## config.mk

```make
export PLATFORM = sky130hd
export DESIGN_NAME = dctu_top
export DESIGN_NICKNAME = d
export VERILOG_FILES = /design/src/core/dctu_pkg.sv /design/src/core/dctu_timer.sv /design/src/core/dctu_top.sv
export SDC_FILE = /design/constraint.sdc
export NUM_CORES = 1
export LEC_CHECK = 0
export ABC_AREA = 1
export ABC_CLOCK_PERIOD_IN_PS = 5300
export BUFFER_PORTS_ARGS = -buffer_cell sky130_fd_sc_hd__buf_2
export CORE_MARGIN = 2
export CORE_UTILIZATION = 60
export CTS_BUF_LIST = sky130_fd_sc_hd__clkbuf_8
export DETAILED_ROUTE_END_ITERATION = 16
export GPL_TIMING_DRIVEN = 0
export PLACE_DENSITY = 0.82
export SLEW_MARGIN = 10
export SYNTH_ARGS = -nofsm -noshare
export SYNTH_HDL_FRONTEND = slang
export SYNTH_HIERARCHICAL = 1
export SYNTH_SLANG_ARGS = --single-unit
```

## constraint.sdc

```tcl
create_clock -name clk_sys -period 5.3 [get_ports clk_sys]
set_clock_uncertainty 0.15 [all_clocks]
set_input_delay 0.265 -clock clk_sys [delete_from_list [all_inputs] [get_ports clk_sys]]
set_output_delay 0.265 -clock clk_sys [all_outputs]
set_load 0.02 [all_outputs]
```

## src/core/dctu_pkg.sv

```systemverilog
/*
 * Shared constants for the dual counter/timer and serial port block:
 * register offsets, field positions, reset values, mode codes and timing.
 * Assumes a 10 MHz system clock and a 32-bit AXI4-Lite register bus.
 */
package dctu_pkg;
  localparam int ADDR_W = 5;
  localparam int CLK_HZ = 10_000_000;
  localparam int INT_DIV = 4;
  localparam int DIV_W = $clog2(INT_DIV);
  localparam logic [DIV_W-1:0] DIV_LAST = DIV_W'(INT_DIV - 1);
  localparam int OVERSAMPLE = 16;
  localparam logic [3:0] SUB_LAST = 4'(OVERSAMPLE - 1);
  localparam logic [3:0] SUB_MID = 4'(OVERSAMPLE / 2 - 1);
  localparam int FRAME_BITS = 11;
  localparam logic [3:0] FRAME_LAST = 4'(FRAME_BITS - 1);
  localparam logic [3:0] DATA_LAST = 4'h7;

  localparam logic [ADDR_W-1:0] OFF_CTRL = 5'h00;
  localparam logic [ADDR_W-1:0] OFF_MODE = 5'h04;
  localparam logic [ADDR_W-1:0] OFF_FIRST_CNT = 5'h08;
  localparam logic [ADDR_W-1:0] OFF_FIRST_PRE = 5'h0c;
  localparam logic [ADDR_W-1:0] OFF_SECOND_CNT = 5'h10;
  localparam logic [ADDR_W-1:0] OFF_SECOND_PRE = 5'h14;
  localparam logic [ADDR_W-1:0] OFF_SER_DATA = 5'h18;
  localparam logic [ADDR_W-1:0] OFF_SER_STAT = 5'h1c;

  // Control register: run, continuous and restart bits per timer.
  localparam int CTRL_FIRST_RUN = 0;
  localparam int CTRL_FIRST_CONT = 1;
  localparam int CTRL_FIRST_RESTART = 2;
  localparam int CTRL_SECOND_RUN = 3;
  localparam int CTRL_SECOND_CONT = 4;
  localparam int CTRL_SECOND_RESTART = 5;

  localparam int MODE_IN_LSB = 0;
  localparam int MODE_OUT_LSB = 2;
  localparam int MODE_CASCADE = 4;
  localparam int MODE_SER_EN = 5;
  localparam int MODE_PAR_EN = 6;

  localparam int STAT_TX_BUSY = 0;
  localparam int STAT_RX_FULL = 1;
  localparam int STAT_RX_BUSY = 2;
  localparam int STAT_FIRST_ACT = 3;
  localparam int STAT_SECOND_ACT = 4;

  localparam logic [1:0] IN_EXT_CLK = 2'h0;
  localparam logic [1:0] IN_GATE = 2'h1;
  localparam logic [1:0] IN_TRIG_ONCE = 2'h2;
  localparam logic [1:0] IN_TRIG_RETRIG = 2'h3;
  localparam logic [1:0] OUT_FIRST = 2'h0;
  localparam logic [1:0] OUT_SECOND = 2'h1;
  localparam logic [1:0] OUT_CLOCK = 2'h2;
  localparam logic [1:0] OUT_OFF = 2'h3;

  localparam logic [7:0] CTRL_RST = 8'h00;
  localparam logic [7:0] MODE_RST = 8'h00;
  localparam logic [7:0] LOAD_RST = 8'h00;
  localparam logic [5:0] PRE_RST = 6'h00;

  localparam logic [1:0] RESP_OKAY = 2'h0;
  localparam logic [1:0] RESP_SLVERR = 2'h2;

  typedef enum logic [1:0] {RX_IDLE, RX_START, RX_DATA, RX_STOP} dctu_rx_state_t;
endpackage

```

## src/core/dctu_timer.sv

```systemverilog
/*
 * One prescaler plus down-counter.
 * Assumes tick is a one-cycle enable from the selected source clock.
 */
module dctu_timer #(
  parameter int PRE_W = 6,
  parameter int CNT_W = 8
) (
  // Clock and reset
  input wire logic clk_sys,
  input wire logic rst,
  // Control
  input wire logic tick,
  input wire logic run,
  input wire logic restart,
  input wire logic cont,
  input wire logic [PRE_W-1:0] preLoad,
  input wire logic [CNT_W-1:0] cntLoad,
  // Status
  output logic [CNT_W-1:0] count,
  output logic endPulse,
  output logic active
);
  typedef struct packed {
    logic [PRE_W-1:0] pre;
    logic [CNT_W-1:0] cnt;
    logic act;
    logic endP;
  } dctu_timer_state_t;

  dctu_timer_state_t s_r, s_nxt;

  // A load of zero wraps through the full range, giving 64 and 256.
  always_comb begin
    s_nxt = s_r;
    s_nxt.endP = 1'b0;
    if (restart) begin
      s_nxt.pre = preLoad;
      s_nxt.cnt = cntLoad;
      s_nxt.act = 1'b1;
    end else if (s_r.act && run && tick) begin
      if (s_r.pre == PRE_W'(1)) begin
        s_nxt.pre = preLoad;
        if (s_r.cnt == CNT_W'(1)) begin
          s_nxt.endP = 1'b1;
          if (cont) begin
            s_nxt.cnt = cntLoad;
          end else begin
            s_nxt.cnt = '0;
            s_nxt.act = 1'b0;
          end
        end else begin
          s_nxt.cnt = s_r.cnt - CNT_W'(1);
        end
      end else begin
        s_nxt.pre = s_r.pre - PRE_W'(1);
      end
    end
  end

  always_ff @(posedge clk_sys) begin
    if (rst) begin
      s_r <= '0;
    end else begin
      s_r <= s_nxt;
    end
  end

  assign count = s_r.cnt;
  assign endPulse = s_r.endP;
  assign active = s_r.act;
endmodule

```

## src/core/dctu_top.sv

```systemverilog
/*
 * Dual 8-bit counter/timer with prescalers and a full-duplex serial port,
 * reached over AXI4-Lite. Assumes pins are synchronous to clk_sys and that
 * an outside interrupt controller takes the request pulses.
 */
// Contract
// Two independent 8-bit counters, each clocked by its own 6-bit prescaler.
// First prescaler uses internal clock only; second takes internal or external.
// Each prescaler divides its source by any ratio from 1 to 64.
// Counter decrements per prescaler pulse from a loaded value of 1 to 256.
// Prescaler and counter ending together raise that timer's request.
// Software can start, stop, resume or restart each counter.
// Single pass halts at zero; continuous mode reloads and keeps counting.
// Counters read without disturbance; prescalers are not readable.
// Second timer source is internal clock over four or the input pin.
// Input pin is external clock, retriggerable or one-shot trigger, or gate.
// Output pin carries first timer, second timer or internal clock.
// Timers cascade with first timer output feeding the second timer.
// Serial mode uses the receive input and transmit output lines together.
// Serial bit timing comes from the first timer period.
// Transmitter sends start bit, eight data bits, then two stop bits.
// With parity on, eighth bit sent is odd parity of seven bits.
// Every transmitted character raises the transmit/first-timer request.
// Remote sender frames with start, eight data, at least one stop.
// With parity on, received bit 7 becomes the parity error flag.
// Each received character raises the receive request, shared with the pin.
// All four input lines can raise external interrupt requests.
// Timers and external interrupt inputs keep working during halt.
// Transmit line idles high; receiver starts on a falling edge.
module dctu_top (
  // Clock and reset
  input wire logic clk_sys,
  input wire logic rst,
  // AXI4-Lite slave
  input wire logic [dctu_pkg::ADDR_W-1:0] s_axi_awaddr,
  input wire logic s_axi_awvalid,
  output logic s_axi_awready,
  input wire logic [31:0] s_axi_wdata,
  input wire logic [3:0] s_axi_wstrb,
  input wire logic s_axi_wvalid,
  output logic s_axi_wready,
  output logic [1:0] s_axi_bresp,
  output logic s_axi_bvalid,
  input wire logic s_axi_bready,
  input wire logic [dctu_pkg::ADDR_W-1:0] s_axi_araddr,
  input wire logic s_axi_arvalid,
  output logic s_axi_arready,
  output logic [31:0] s_axi_rdata,
  output logic [1:0] s_axi_rresp,
  output logic s_axi_rvalid,
  input wire logic s_axi_rready,
  // Port lines
  input wire logic serialInLine,
  input wire logic timerInPin,
  input wire logic extLineA,
  input wire logic extLineB,
  output logic serialOutLine,
  output logic timerOutPin,
  // Interrupt requests
  output logic serialRxInterrupt,
  output logic serialTxOrFirstTimerInterrupt,
  output logic secondTimerInterrupt,
  output logic extInterruptA,
  output logic extInterruptB,
  output logic extInterruptC
);
  typedef struct packed {
    logic [dctu_pkg::DIV_W-1:0] div;
    logic divTick;
    logic run0, cont0, run1, cont1, restart0, restart1;
    logic [1:0] inMode, outSel;
    logic cascade, serEn, parEn;
    logic [7:0] load0, load1;
    logic [5:0] pre0, pre1;
    logic tinPrev, serPrev, aPrev, bPrev;
    logic tog0, tog1, clkTog, tout;
    logic rxInt, txInt, t1Int, extA, extB, extC;
    logic awReady, awHeld, wReady, wHeld, bValid, arReady, rValid;
    logic [dctu_pkg::ADDR_W-1:0] awAddr;
    logic [7:0] wData;
    logic wLane;
    logic [1:0] bResp, rResp;
    logic [31:0] rData;
    logic txBusy, txLine;
    logic [10:0] txShift;
    logic [3:0] txSub, txBits;
    dctu_pkg::dctu_rx_state_t rxSt;
    logic [3:0] rxSub, rxBits;
    logic [7:0] rxShift, rxData;
    logic rxFull;
  } dctu_top_state_t;

  dctu_top_state_t s_r, s_nxt;

  logic [1:0] tmTick, tmRun, tmRestart, tmCont, tmEnd, tmAct;
  logic [1:0][5:0] tmPre;
  logic [1:0][7:0] tmLoad, tmCount;
  logic tinRise, tinFall, serFall, trigger;
  logic [dctu_pkg::ADDR_W-1:0] wrAddr, rdAddr;

  assign tinRise = !s_r.tinPrev && timerInPin;
  assign tinFall = s_r.tinPrev && !timerInPin;
  assign serFall = s_r.serPrev && !serialInLine;
  assign wrAddr = {s_r.awAddr[dctu_pkg::ADDR_W-1:2], 2'h0};
  assign rdAddr = {s_axi_araddr[dctu_pkg::ADDR_W-1:2], 2'h0};

  // A retriggerable trigger always restarts; the one-shot kind waits for expiry.
  assign trigger = tinRise && ((s_r.inMode == dctu_pkg::IN_TRIG_RETRIG) ||
    (s_r.inMode == dctu_pkg::IN_TRIG_ONCE && !tmAct[1]));

  // The divider never stops, so the timers keep running in halt.
  assign tmTick[0] = s_r.divTick;
  assign tmTick[1] = s_r.cascade ? tmEnd[0] :
    (s_r.inMode == dctu_pkg::IN_EXT_CLK) ? tinRise :
    (s_r.inMode == dctu_pkg::IN_GATE) ? (s_r.divTick && timerInPin) : s_r.divTick;
  assign tmRun = {s_r.run1, s_r.run0};
  assign tmCont = {s_r.cont1, s_r.cont0};
  assign tmRestart = {s_r.restart1 || trigger, s_r.restart0};
  assign tmPre = {s_r.pre1, s_r.pre0};
  assign tmLoad = {s_r.load1, s_r.load0};

  genvar gi;
  generate
    for (gi = 0; gi < 2; gi++) begin : g_timer
      dctu_timer #(.PRE_W(6), .CNT_W(8)) u_timer (
        .clk_sys(clk_sys),
        .rst(rst),
        .tick(tmTick[gi]),
        .run(tmRun[gi]),
        .restart(tmRestart[gi]),
        .cont(tmCont[gi]),
        .preLoad(tmPre[gi]),
        .cntLoad(tmLoad[gi]),
        .count(tmCount[gi]),
        .endPulse(tmEnd[gi]),
        .active(tmAct[gi])
      );
    end
  endgenerate

  always_comb begin
    logic txStart;
    logic txDone;
    logic rxDone;
    txStart = 1'b0;
    txDone = 1'b0;
    rxDone = 1'b0;
    s_nxt = s_r;
    s_nxt.restart0 = 1'b0;
    s_nxt.restart1 = 1'b0;
    s_nxt.divTick = (s_r.div == dctu_pkg::DIV_LAST);
    s_nxt.div = s_nxt.divTick ? '0 : s_r.div + dctu_pkg::DIV_W'(1);
    s_nxt.tinPrev = timerInPin;
    s_nxt.serPrev = serialInLine;
    s_nxt.aPrev = extLineA;
    s_nxt.bPrev = extLineB;
    s_nxt.extA = s_r.aPrev && !extLineA;
    s_nxt.extB = s_r.bPrev && !extLineB;
    s_nxt.extC = tinFall;
    s_nxt.t1Int = tmEnd[1];

    if (tmEnd[0]) s_nxt.tog0 = !s_r.tog0;
    if (tmEnd[1]) s_nxt.tog1 = !s_r.tog1;
    if (s_r.divTick) s_nxt.clkTog = !s_r.clkTog;
    unique case (s_r.outSel)
      dctu_pkg::OUT_FIRST: s_nxt.tout = s_nxt.tog0;
      dctu_pkg::OUT_SECOND: s_nxt.tout = s_nxt.tog1;
      dctu_pkg::OUT_CLOCK: s_nxt.tout = s_nxt.clkTog;
      dctu_pkg::OUT_OFF: s_nxt.tout = 1'b1;
    endcase

    // Write channel: address and data are held separately, then applied together.
    if (s_axi_awvalid && s_r.awReady) begin
      s_nxt.awHeld = 1'b1;
      s_nxt.awAddr = s_axi_awaddr;
    end
    if (s_axi_wvalid && s_r.wReady) begin
      s_nxt.wHeld = 1'b1;
      s_nxt.wData = s_axi_wdata[7:0];
      s_nxt.wLane = s_axi_wstrb[0];
    end
    if (s_r.bValid && s_axi_bready) s_nxt.bValid = 1'b0;
    if (s_r.awHeld && s_r.wHeld && !s_r.bValid) begin
      s_nxt.awHeld = 1'b0;
      s_nxt.wHeld = 1'b0;
      s_nxt.bValid = 1'b1;
      s_nxt.bResp = dctu_pkg::RESP_OKAY;
      unique case (wrAddr)
        dctu_pkg::OFF_CTRL: if (s_r.wLane) begin
          s_nxt.run0 = s_r.wData[dctu_pkg::CTRL_FIRST_RUN];
          s_nxt.cont0 = s_r.wData[dctu_pkg::CTRL_FIRST_CONT];
          s_nxt.restart0 = s_r.wData[dctu_pkg::CTRL_FIRST_RESTART];
          s_nxt.run1 = s_r.wData[dctu_pkg::CTRL_SECOND_RUN];
          s_nxt.cont1 = s_r.wData[dctu_pkg::CTRL_SECOND_CONT];
          s_nxt.restart1 = s_r.wData[dctu_pkg::CTRL_SECOND_RESTART];
        end
        dctu_pkg::OFF_MODE: if (s_r.wLane) begin
          s_nxt.inMode = s_r.wData[dctu_pkg::MODE_IN_LSB +: 2];
          s_nxt.outSel = s_r.wData[dctu_pkg::MODE_OUT_LSB +: 2];
          s_nxt.cascade = s_r.wData[dctu_pkg::MODE_CASCADE];
          s_nxt.serEn = s_r.wData[dctu_pkg::MODE_SER_EN];
          s_nxt.parEn = s_r.wData[dctu_pkg::MODE_PAR_EN];
        end
        dctu_pkg::OFF_FIRST_CNT: if (s_r.wLane) s_nxt.load0 = s_r.wData;
        dctu_pkg::OFF_FIRST_PRE: if (s_r.wLane) s_nxt.pre0 = s_r.wData[5:0];
        dctu_pkg::OFF_SECOND_CNT: if (s_r.wLane) s_nxt.load1 = s_r.wData;
        dctu_pkg::OFF_SECOND_PRE: if (s_r.wLane) s_nxt.pre1 = s_r.wData[5:0];
        dctu_pkg::OFF_SER_DATA: txStart = s_r.wLane && s_r.serEn && !s_r.txBusy;
        dctu_pkg::OFF_SER_STAT: s_nxt.bResp = dctu_pkg::RESP_OKAY;
        default: s_nxt.bResp = dctu_pkg::RESP_SLVERR;
      endcase
    end
    s_nxt.awReady = !s_nxt.awHeld && !s_nxt.bValid;
    s_nxt.wReady = !s_nxt.wHeld && !s_nxt.bValid;

    // Read channel: one outstanding read, answered the cycle after acceptance.
    if (s_r.rValid && s_axi_rready) s_nxt.rValid = 1'b0;
    if (s_axi_arvalid && s_r.arReady) begin
      s_nxt.rValid = 1'b1;
      s_nxt.rResp = dctu_pkg::RESP_OKAY;
      s_nxt.rData = '0;
      unique case (rdAddr)
        dctu_pkg::OFF_CTRL: s_nxt.rData[5:0] = {1'b0, s_r.cont1, s_r.run1, 1'b0, s_r.cont0, s_r.run0};
        dctu_pkg::OFF_MODE: s_nxt.rData[6:0] = {s_r.parEn, s_r.serEn, s_r.cascade, s_r.outSel, s_r.inMode};
        dctu_pkg::OFF_FIRST_CNT: s_nxt.rData[7:0] = tmCount[0];
        dctu_pkg::OFF_SECOND_CNT: s_nxt.rData[7:0] = tmCount[1];
        dctu_pkg::OFF_FIRST_PRE, dctu_pkg::OFF_SECOND_PRE: s_nxt.rData = '0;
        dctu_pkg::OFF_SER_DATA: begin
          s_nxt.rData[7:0] = s_r.rxData;
          s_nxt.rxFull = 1'b0;
        end
        dctu_pkg::OFF_SER_STAT: begin
          s_nxt.rData[dctu_pkg::STAT_TX_BUSY] = s_r.txBusy;
          s_nxt.rData[dctu_pkg::STAT_RX_FULL] = s_r.rxFull;
          s_nxt.rData[dctu_pkg::STAT_RX_BUSY] = (s_r.rxSt != dctu_pkg::RX_IDLE);
          s_nxt.rData[dctu_pkg::STAT_FIRST_ACT] = tmAct[0];
          s_nxt.rData[dctu_pkg::STAT_SECOND_ACT] = tmAct[1];
        end
        default: s_nxt.rResp = dctu_pkg::RESP_SLVERR;
      endcase
    end
    s_nxt.arReady = !s_nxt.rValid;

    // Transmitter: one bit per sixteen first-timer expiries.
    if (txStart) begin
      s_nxt.txShift = {2'b11, s_r.parEn ? ~^s_r.wData[6:0] : s_r.wData[7], s_r.wData[6:0], 1'b0};
      s_nxt.txBusy = 1'b1;
      s_nxt.txSub = '0;
      s_nxt.txBits = '0;
      s_nxt.txLine = 1'b0;
    end else if (s_r.txBusy && tmEnd[0]) begin
      s_nxt.txSub = s_r.txSub + 4'h1;
      if (s_r.txSub == dctu_pkg::SUB_LAST) begin
        s_nxt.txShift = {1'b1, s_r.txShift[10:1]};
        s_nxt.txLine = s_r.txShift[1];
        s_nxt.txBits = s_r.txBits + 4'h1;
        if (s_r.txBits == dctu_pkg::FRAME_LAST) begin
          s_nxt.txBusy = 1'b0;
          s_nxt.txLine = 1'b1;
          txDone = 1'b1;
        end
      end
    end
    s_nxt.txInt = tmEnd[0] || txDone;

    // Receiver: samples mid-bit; a stop bit sampled low is not flagged.
    if (tmEnd[0] && s_r.rxSt != dctu_pkg::RX_IDLE) s_nxt.rxSub = s_r.rxSub + 4'h1;
    unique case (s_r.rxSt)
      dctu_pkg::RX_IDLE: if (s_r.serEn && serFall) begin
        s_nxt.rxSt = dctu_pkg::RX_START;
        s_nxt.rxSub = '0;
      end
      dctu_pkg::RX_START: if (tmEnd[0] && s_r.rxSub == dctu_pkg::SUB_MID) begin
        s_nxt.rxSt = serialInLine ? dctu_pkg::RX_IDLE : dctu_pkg::RX_DATA;
        s_nxt.rxSub = '0;
        s_nxt.rxBits = '0;
      end
      dctu_pkg::RX_DATA: if (tmEnd[0] && s_r.rxSub == dctu_pkg::SUB_LAST) begin
        s_nxt.rxShift = {serialInLine, s_r.rxShift[7:1]};
        s_nxt.rxBits = s_r.rxBits + 4'h1;
        if (s_r.rxBits == dctu_pkg::DATA_LAST) s_nxt.rxSt = dctu_pkg::RX_STOP;
      end
      dctu_pkg::RX_STOP: if (tmEnd[0] && s_r.rxSub == dctu_pkg::SUB_LAST) begin
        s_nxt.rxSt = dctu_pkg::RX_IDLE;
        s_nxt.rxData = s_r.parEn ? {~^s_r.rxShift, s_r.rxShift[6:0]} : s_r.rxShift;
        rxDone = 1'b1;
      end
    endcase
    // A character landing in the same cycle as the clearing read stays flagged.
    if (rxDone) s_nxt.rxFull = 1'b1;
    s_nxt.rxInt = s_r.serEn ? rxDone : serFall;
  end

  always_ff @(posedge clk_sys) begin
    if (rst) begin
      s_r <= '0;
      s_r.txLine <= 1'b1;
      s_r.tout <= 1'b0;
      s_r.tinPrev <= 1'b1;
      s_r.serPrev <= 1'b1;
      s_r.aPrev <= 1'b1;
      s_r.bPrev <= 1'b1;
      s_r.load0 <= dctu_pkg::LOAD_RST;
      s_r.load1 <= dctu_pkg::LOAD_RST;
      s_r.pre0 <= dctu_pkg::PRE_RST;
      s_r.pre1 <= dctu_pkg::PRE_RST;
      s_r.rxSt <= dctu_pkg::RX_IDLE;
    end else begin
      s_r <= s_nxt;
    end
  end

  assign s_axi_awready = s_r.awReady;
  assign s_axi_wready = s_r.wReady;
  assign s_axi_bvalid = s_r.bValid;
  assign s_axi_bresp = s_r.bResp;
  assign s_axi_arready = s_r.arReady;
  assign s_axi_rvalid = s_r.rValid;
  assign s_axi_rdata = s_r.rData;
  assign s_axi_rresp = s_r.rResp;
  assign serialOutLine = s_r.txLine;
  assign timerOutPin = s_r.tout;
  assign serialRxInterrupt = s_r.rxInt;
  assign serialTxOrFirstTimerInterrupt = s_r.txInt;
  assign secondTimerInterrupt = s_r.t1Int;
  assign extInterruptA = s_r.extA;
  assign extInterruptB = s_r.extB;
  assign extInterruptC = s_r.extC;
endmodule

```

==> results of run 1 <==
critical path, delay by kind of cell:
family,cells,cell delay (ns)
buffers and inverters,3,0.68
AO/OA/AOI/OAI,4,0.76
AND/OR/NAND/NOR,4,0.71
logic make-up after synthesis:
logic type / Yosys count / synth area share [%]
flip-flops: 166 / 40.0
other: 1 / 0.0451
AO/OA/AOI/OAI: 260 / 16.4
adder cells (fa/ha/maj): 14 / 2.11
buffers and inverters: 218 / 12.8
XOR/XNOR: 22 / 2.32
AND/OR/NAND/NOR: 478 / 26.3
path summary, 6_finish.rpt:
path	start	to	slack, ns
max	timerInPin	g_timer[1].u_timer/count[6]	3.06
min	s_axi_araddr[2]	s_axi_rdata[7]	0.06
max reg2reg	g_timer[0].u_timer/endPulse	g_timer[1].u_timer/count[6]	3.08
min reg2reg	s_r[115]	extInterruptB	0.27
registers in the layout (all words and copies together), names as in the netlist, 2 cells and up, named ones only:
register,cells
g_timer.u_timer/s_r,12
s_r,110
s_axi_rdata,8
g_timer.u_timer/count,16
g_timer.u_timer/active,2
g_timer.u_timer/endPulse,2
area by class of cell:
cell class / instances / area (µm²) / area share, %
timing repair buffer: 66 / 420 / 4.46
multi-input combinational: 800 / 4020 / 42.6
buffer: 84 / 558 / 5.92
inverter: 134 / 504 / 5.35
sequential: 166 / 3320 / 35.2
clock buffer: 19 / 262 / 2.77
clock inverter: 12 / 130 / 1.38
tap: 176 / 220 / 2.33
cell usage in the layout, fill, tap and decap left out, types with 15 or more instances in the layout:
cell / instances
nand4_1: 15
o21ai_0: 110
buf_4: 55
buf_2: 50
inv_1: 122
conb_1: 26
clkbuf_1: 18
clkbuf_8: 19
a21oi_1: 116
nand3_1: 53
nand2_1: 240
nor2_1: 118
dfxtp_1: 166
dlygate4sd3_1: 18
routing by layer:
layer	GRT usage, %	wire length [µm]	vias up
met1	38.6	9140	3462
met5	0	0	-
met2	45.2	9180	325
met3	5.52	1620	52
li1	-	-	3898
met4	11.8	546	0
stage by stage:
stage	std cells	utilization (%)	instance area, µm²	power (mW)
6_report	1457	70.4	9430	2.35
5_1_grt	1457	70.4	9430	2.42
3_5_place_dp	1408	66.1	8860	1.46
4_1_cts	1457	70.4	9430	2.36
3_3_place_gp	1408	66.1	8860	1.46
2_1_floorplan	1184	-	8400	1.41
power breakdown:
| part | switching (mW) | internal, mW | total [mW] |
|---|---|---|---|
| Clock | 0.468 | 0.441 | 0.908 |
| Combinational | 0.112 | 0.0566 | 0.168 |
| Sequential | 0.0123 | 1.26 | 1.28 |
| Total | 0.592 | 1.76 | 2.35 |
==> flow_summary_export.csv, run 1 <==
group,metric,value,unit
run_status,status,"complete, no violations",
synth,yosysUniqueCellTypes,48,
placed_design,hpwlAfterDp,14900,µm
synth,async_flop_share,0,%
job,max_cap_violations,0,
critical_path,worst_ep_arrival_time,2.43,ns
clock_tree,root_buffer,"clkbuf_8",
synth,synth_top_area_share,40.0,%
critical_path,crit_type,"input port to flop",
global_route,grt_max_degree,17,
placed_design,gp_congestion,0.920,
clock_tree,path_clk_slew,0.09,ns
detailed_routing,ant_nets,0,
timing,final_hold_viol_count,0,
timing,setup_ws,3.06,ns
synth,netlist_area,0.00831,mm²
clock_tree,ctsHoldBuffers,18,
floorplan,start_util,62.0,%
placed_design,portBuffers,48,
critical_path,critPathMaxStageDelay,0.51,ns
timing,tns,0,ns
hold_path,whs_path_depth,4,
synth,yosysWarnings,6,
layout,n_antenna_cell,0,
synth,synth-edff-count,0,
layout,fillCellCount,1112,
detailed_routing,drt_pre_antenna_iters,7,
critical_path,ff2ff_path_depth,7,
clock_tree,cts_tree,"done",
critical_path,required,5.49,ns
timing,rsz0062_at_grt,"no",
global_route,grt_overflow,0,
timing,period_needed,2.24,ns
floorplan,die-area,0.0148,mm²
layout,syn_to_final_growth,13.6,%
clock_tree,post-cts-setup-buffer-count,0,
timing,setup_violations,0,
critical_path,path_cells,"dlygate4sd3_1 -> buf_2 -> inv_1 -> nor2_1 -> a31oi_1 -> a22oi_1 -> nand3_1 -> nand2_1 -> nand2_2 -> a21boi_0 -> a21oi_1",
critical_path,startpoint_type,"input port",
synth,syn_area_per_cell,7.17,µm²
critical_path,worstSetupEndpointType,"flop",
timing,drv_slew,0,
floorplan,coreArea,0.0134,mm²
synth,ys_top_cells_by_area,"dfxtp_1 (40%), nand2_1 (11%), a21oi_1 (7.0%), o21ai_0 (6.6%), inv_1 (5.4%)",
critical_path,cp_max_fo,8,
power_and_ir_drop,powerDensity,249,mW/mm²
detailed_routing,post_drt_via_cell_ratio,5.31,
synth,synth_seq_cells,166,
global_route,grt.total_usage,28.6,%
hold_path,hp-class,"input port to flop",
timing,hold_ws,0.0551,ns
timing,timing.fmax,0.446,GHz
synth,netlist.top_cell.by_area,"dfxtp_1",
clock_tree,ctsHtreeMaxLevel,4,
clock_tree,clkLatencyLatePin,0.47,ns
synth,yosysMostFrequentCell,"nand2_1",
detailed_routing,wl,20500,µm
floorplan,num_rows,42,
timing,relSlewSlack,54.4,%
floorplan,ioPinCount,106,
detailed_routing,drc,0,
critical_path,slowest_stage,"dlygate4sd3_1",
global_route,grt_first_pass_wirelength,33500,µm
detailed_routing,vias,7737,
placed_design,dp_slack,3.13,ns
power_and_ir_drop,vdd.ir_drop.worst,0.210,mV
detailed_routing,drt_iter0_markers,702,
synth,synth_flop_cell,"dfxtp_1",
clock_tree,ctsLongestPathBuffers,2,
synth,yosysSeqAreaShare,40.0,%
layout,drive_above_1_share,14.5,%
clock_tree,cts_buffers,17,
synth,synth_cells,1159,
global_route,grt_pass1_vias,6906,
global_route,antenna_found_initial,0,
timing,worst_pin_slew,0.683,ns
floorplan,die_h,122,µm
synth,synthTopCellsByCount,"nand2_1 (240), dfxtp_1 (166), inv_1 (119), nor2_1 (118), a21oi_1 (116)",
layout,nets,1340,
floorplan,fp.dieW,122,µm
timing,fin_crit_sh,42.3,%
power_and_ir_drop,p_leak,4.21,nW
clock_tree,cts_sinks,166,
detailed_routing,routedWlPerCell,14.1,µm
clock_tree,ctsResizeCount,0,
Power figures use the tool's default switching activity.
==> run 2: changes to the inputs <==
ABC_AREA = 0   (was 1)
ABC_CLOCK_PERIOD_IN_PS = 2250   (was 5300)
clock period = 2.25 ns   (was 5.3 ns; I/O delays follow)
==> run 2 against run 1 <==
Net effect: setup slack got worse by 3.0 ns; via count decreased by 4.8%; critical endpoint unchanged; count of clock-buffer cells in the layout unchanged; wire length increased by 1.9%.
==> flow_summary_export.csv, run 2 <==
group,metric,value,unit
layout,regMostFlops,"s_r",
floorplan,coreArea,0.0133,mm²
timing,worst_pin_slew,0.746,ns
detailed_routing,ant_nets,0,
critical_path,worstReg2RegStart,"s_r[153]",
placed_design,place_area,0.00880,mm²
global_route,grt_overflow,0,
layout,final_cell_mix,"dfxtp_1 (162), nor2_1 (104), nand2_1 (95)",
floorplan,start_util,61.7,%
synth,netlist_area,0.00824,mm²
global_route,grt_max_degree,17,
synth,yosysMostFrequentCell,"dfxtp_1",
synth,ys_top_cells_by_area,"dfxtp_1 (40%), mux2i_1 (6.1%), buf_4 (5.3%), nor2_1 (4.7%), a21oi_1 (4.7%)",
layout,final_common_cell,"dfxtp_1",
layout,fillCellCount,1073,
hold_path,hold_end,"g_timer[0].u_timer/s_r[10]",
synth,yosysSeqAreaShare,40.3,%
critical_path,required,2.50,ns
clock_tree,post-cts-setup-buffer-count,0,
synth,synth_compound_area_share,16.0,%
critical_path,crit_type,"flop to flop",
floorplan,die_h,121,µm
timing,setup_violations,0,
detailed_routing,post_drt_via_cell_ratio,5.76,
clock_tree,ctsLongestPathBuffers,2,
placed_design,dp.cells,1213,
critical_path,r2r-end,"g_timer[1].u_timer/count[6]",
critical_path,worst-path-stages,8,
detailed_routing,drt_iter0_markers,746,
clock_tree,cts_buffers,17,
layout,fin_util,71.9,%
detailed_routing,wl,20900,µm
layout,n_antenna_cell,0,
clock_tree,cts_sinks,166,
timing,fin_crit_sh,95.7,%
synth,synth-xor-area-share,3.42,%
detailed_routing,drt_pre_antenna_iters,7,
critical_path,startpoint_type,"flop",
critical_path,worst_ep_arrival_time,2.40,ns
job,max_cap_violations,0,
clock_tree,root_buffer,"clkbuf_8",
critical_path,worstPathBufferInverterCount,1,
synth,synth_flop_cell,"dfxtp_1",
synth,synth-edff-count,0,
synth,syn_area_per_cell,8.55,µm²
synth,synthTopCellsByCount,"dfxtp_1 (166), nor2_1 (104), nand2_1 (95), a21oi_1 (77), buf_4 (58)",
run_status,status,"complete, no violations",
timing,timing.fmax,0.464,GHz
timing,rsz0062_at_grt,"no",
power_and_ir_drop,vdd.ir_drop.worst,0.861,mV
synth,async_flop_share,0,%
layout,fin_area,0.00959,mm²
synth,synthAdderAreaFrac,2.13,%
global_route,grt_first_pass_wirelength,33400,µm
clock_tree,cts_tree,"done",
power_and_ir_drop,powerDensity,565,mW/mm²
timing,final_hold_viol_count,0,
global_route,antenna_found_initial,1,
hold_path,whs_path_depth,3,
layout,drive_above_1_share,17.8,%
layout,fin_cells,1280,
layout,multi_input_area,0.00428,mm²
hold_path,hp-class,"input port to flop",
critical_path,cp_max_fo,10,
timing,relSlewSlack,50.3,%
critical_path,critPathMaxStageDelay,0.36,ns
placed_design,portBuffers,48,
power_and_ir_drop,p_leak,3.81,nW
synth,yosysUniqueCellTypes,72,
clock_tree,ctsHtreeMaxLevel,4,
critical_path,rrSetupSlack,0.1,ns
synth,synth_seq_cells,166,
floorplan,ioPinCount,106,
detailed_routing,routedWlPerCell,16.3,µm
clock_tree,path_clk_slew,0.08,ns
synth,synth_cells,964,
critical_path,path_cells,"nor2_1 -> a32oi_1 -> o21ai_2 -> and4b_1 -> nand2_1 -> buf_2 -> o41ai_2 -> o221a_2",
floorplan,die-area,0.0147,mm²
floorplan,num_rows,42,
layout,nets,1164,
detailed_routing,drc,0,
placed_design,gp_congestion,0.933,
global_route,grt_pass1_vias,6688,
floorplan,fp.dieW,121,µm
layout,syn_to_final_growth,16.4,%
critical_path,worstSetupEndpointType,"flop",
synth,synthSimpleGateAreaFrac,22.4,%
critical_path,ff2ff_path_depth,8,
synth,yosysWarnings,6,
synth,synthMuxAreaShare,6.21,%
synth,synth_top_family_by_area,"simple AND/OR/NAND/NOR gates",
layout,seqCellArea,0.00333,mm²
synth,synth_top_area_share,40.3,%
timing,drv_slew,0,
layout,largest_reg_flops,110,
placed_design,hpwlAfterDp,14000,µm
critical_path,cp_top_family,"compound AO/OA/AOI/OAI gates",
detailed_routing,vias,7367,
timing,period_needed,2.15,ns
clock_tree,clkLatencyLatePin,0.45,ns
synth,netlist.top_cell.by_area,"dfxtp_1",
global_route,grt.total_usage,28.7,%
critical_path,slowest_stage,"dfxtp_2",
hold_path,hp-start,"rst",
-- run 2: cell types whose count changed in the layout (fill, tap and decap cells not counted), sizes merged, moves of 12 or more --
cell / delta
inv: -107
nand3: -29
a21oi: -40
nand2: -157
a31oi: +12
buf: +20
dlygate4sd3: +20
o21ai: -81
nor4: +13
mux2i: +50
nor3: +14
nor2: -26
-- run 2: timing repair --
action | in CTS | in global routing
hold buffers | 38 | 0
endpoints found under the hold margin | 35 | 0
setup endpoints to repair | 6 | 14
resized for setup | 3 | 13
gates cloned | 0 | 0
-- run 2: worst max path at each step --
stage                                        endpoint                        from  slack [ns]
after floorplan           g_timer[1].u_timer/count[6]                    s_r[153]        0.29
after global placement    g_timer[1].u_timer/count[6]                    s_r[153]       -0.07
after detailed placement  g_timer[1].u_timer/count[6]                    s_r[153]       -0.11
after CTS                 g_timer[1].u_timer/count[6]                    s_r[153]        0.05
after global routing      g_timer[1].u_timer/count[6]  g_timer[1].u_timer/s_r[11]        0.02
final                     g_timer[1].u_timer/count[6]                    s_r[153]         0.1
-- run 2: per-layer routing --
layer,track usage [%],wire (µm)
met5,0,0
met4,8.26,407
met3,6.34,1310
met1,37.3,9230
met2,48.0,9930
-- run 2: power breakdown --
part	internal, mW	leakage [nW]	switching [mW]
clock	0.926	0.185	1.09
sequential	2.97	1.34	0.0219
combinational	0.168	2.28	0.250
-- run 2: cells by family (layout without fill, tap and decap cells) --
group	Yosys count	after routing
buf+inv	136	251
flops	166	166
mux	51	51
fa+ha+maj	14	14
simple gates	362	362
compound gates	205	205
other cells	1	26
xor+xnor	29	29
-- run 2: worst reg2reg max path: stages, from the launching register on --
cell and delay (ns):
dfxtp_2 0.36, nor2_1 0.13, a32oi_1 0.12, o21ai_2 0.19, and4b_1 0.29, nand2_1 0.10
buf_2 0.21, o41ai_2 0.33, o221a_2 0.22
-- run 2: layout make-up --
cell class / count / area share (%)
multi-input combinational: 687 / 44.7
sequential: 166 / 34.7
buffer: 112 / 7.19
timing repair buffer: 86 / 6.47
clock buffer: 19 / 2.73
tap: 176 / 2.30
clock inverter: 11 / 1.07
inverter: 23 / 0.900
-- run 2: through the flow --
stage               total power, mW  worst slack (ns)  setup TNS (ns)  hold slack (ns)
finish                         5.42            0.0971               0           0.0437
detailed placement             3.42            -0.107          -0.156            0.167
CTS                            5.42            0.0467               0           0.0143
global route                   5.61            0.0208               0           0.0507
global placement               3.41           -0.0747         -0.0747            0.165
floorplan                      3.31             0.294               0           0.0412
==> run 3: changes to the inputs <==
CTS_CLUSTER_SIZE = 25   (was not set)
SETUP_SLACK_MARGIN = 0.4   (was not set)
==> run 3 against run 2 <==
Net effect: critical path type unchanged; total power is 10% higher; count of clock-buffer cells in the layout up 2; final cell count is 2.0% higher; maximum frequency increased by 6.4%; highest routed layer unchanged; combinational power up 1%; via count is 4.1% higher.
==> flow_summary_export.csv, run 3 (synthesis results as in run 2) <==
group,metric,value,unit
clock_tree,cts_tree,"done",
detailed_routing,drt_pre_antenna_iters,5,
clock_tree,ctsLongestPathBuffers,2,
timing,relSlewSlack,45.3,%
placed_design,gp_congestion,0.930,
floorplan,ioPinCount,106,
floorplan,die_h,121,µm
timing,tns,0,ns
timing,final_hold_viol_count,0,
timing,drv_slew,0,
detailed_routing,vias,7666,
critical_path,crit_type,"flop to flop",
global_route,grt_overflow,0,
layout,regMostFlops,"s_r",
clock_tree,clkLatencyLatePin,0.47,ns
placed_design,dp_slack,0.0658,ns
floorplan,coreArea,0.0133,mm²
detailed_routing,ant_nets,0,
critical_path,required,2.49,ns
timing,setup_ws,0.226,ns
global_route,grt_pass1_vias,7035,
run_status,status,"complete, no violations",
clock_tree,path_clk_slew,0.09,ns
clock_tree,cts_buffers,17,
timing,hold_ws,0.0247,ns
detailed_routing,wl,22600,µm
power_and_ir_drop,p_leak,4.16,nW
detailed_routing,drt_iter0_markers,778,
timing,timing.fmax,0.494,GHz
timing,rsz0062_at_grt,"yes",
power_and_ir_drop,total_power,5.98,mW
layout,largest_reg_flops,110,
layout,syn_to_final_growth,25.6,%
timing,period_needed,2.02,ns
global_route,grt_max_degree,17,
placed_design,hpwlAfterDp,14400,µm
global_route,antenna_found_initial,0,
layout,n_antenna_cell,0,
critical_path,slowest_stage,"or4_1",
critical_path,path_cells,"nor2_4 -> a32oi_2 -> o21ai_2 -> and4b_1 -> nand2_2 -> or4_1 -> a31oi_1",
critical_path,cp_max_fo,5,
floorplan,die-area,0.0147,mm²
layout,drive_above_1_share,25.7,%
detailed_routing,routedWlPerCell,17.3,µm
detailed_routing,post_drt_via_cell_ratio,5.87,
floorplan,num_rows,42,
layout,final_cell_mix,"dfxtp_1 (146), nor2_1 (102), nand2_1 (92)",
clock_tree,cts_sinks,166,
floorplan,start_util,61.7,%
critical_path,rrSetupSlack,0.23,ns
timing,fin_crit_sh,90.0,%
hold_path,hp-class,"input port to flop",
layout,final_common_cell,"dfxtp_1",
clock_tree,ctsHtreeMaxLevel,4,
timing,setup_violations,0,
job,max_cap_violations,0,
critical_path,worstSetupEndpointType,"flop",
critical_path,worst_ep_arrival_time,2.27,ns
power_and_ir_drop,vdd.ir_drop.worst,0.415,mV
timing,worst_pin_slew,0.820,ns
critical_path,critPathMaxStageDelay,0.49,ns
floorplan,fp.dieW,121,µm
layout,nets,1188,
global_route,grt.total_usage,30.2,%
critical_path,startpoint_type,"flop",
global_route,grt_first_pass_wirelength,35000,µm
clock_tree,root_buffer,"clkbuf_8",
power_and_ir_drop,powerDensity,577,mW/mm²
placed_design,portBuffers,48,
detailed_routing,drc,0,
## run 3: path summary, 6_finish.rpt
path	start	to	cells after the start
setup / recovery	s_r[152]	g_timer[1].u_timer/count[5]	7
setup reg to reg	s_r[152]	g_timer[1].u_timer/count[5]	7
hold / removal	rst	g_timer[0].u_timer/s_r[10]	3
hold reg to reg	s_r[116]	extInterruptA	2
## run 3: power by group
group,internal (mW),switching (mW)
registers,2.96,0.0221
logic,0.169,0.254
clock network,1.44,1.13
## run 3: final cells by class
| class | count | area, µm² |
|---|---|---|
| clock buffers | 21 | 289 |
| multi-input cells | 687 | 4620 |
| plain buffers | 113 | 778 |
| repair buffers | 109 | 795 |
| well taps | 176 | 220 |
| inverters | 23 | 88.8 |
| flip-flops and latches | 166 | 3370 |
| clock inverters | 11 | 193 |
| fillers | 926 | 2990 |
## run 3: metal layers
metal | part of all wire [%] | global-route usage, %
met4 | 2.4 | 10.9
met1 | 42 | 39.3
met2 | 49 | 49.6
met5 | 0 | 0
met3 | 7.1 | 6.20
## run 3: stage by stage
stage / util (%) / cells / cell area, µm²
CTS: 75.0 / 1296 / 10000
global route: 77.6 / 1306 / 10400
global placement: 66.2 / 1213 / 8840
finish: 77.6 / 1306 / 10400
detailed placement: 66.2 / 1213 / 8840
floorplan: - / 989 / 8380
## run 3: what timing repair did
action | 4_1_cts | 5_1_grt
hold buffers | 33 | 1
cloned | 1 | 0
setup buffers | 17 | 9
endpoints found under the setup margin | 48 | 107
endpoints found under the hold margin | 36 | 2
gates resized for setup | 61 | 84
pin swaps | 19 | 30
## run 3: worst max-delay path: cells and delay by family, from the launching register on
kind | cells | cell delay (ns)
DFF | 1 | 0.37
and+or+nand+nor | 4 | 0.97
AOI/OAI and AO/OA | 3 | 0.45
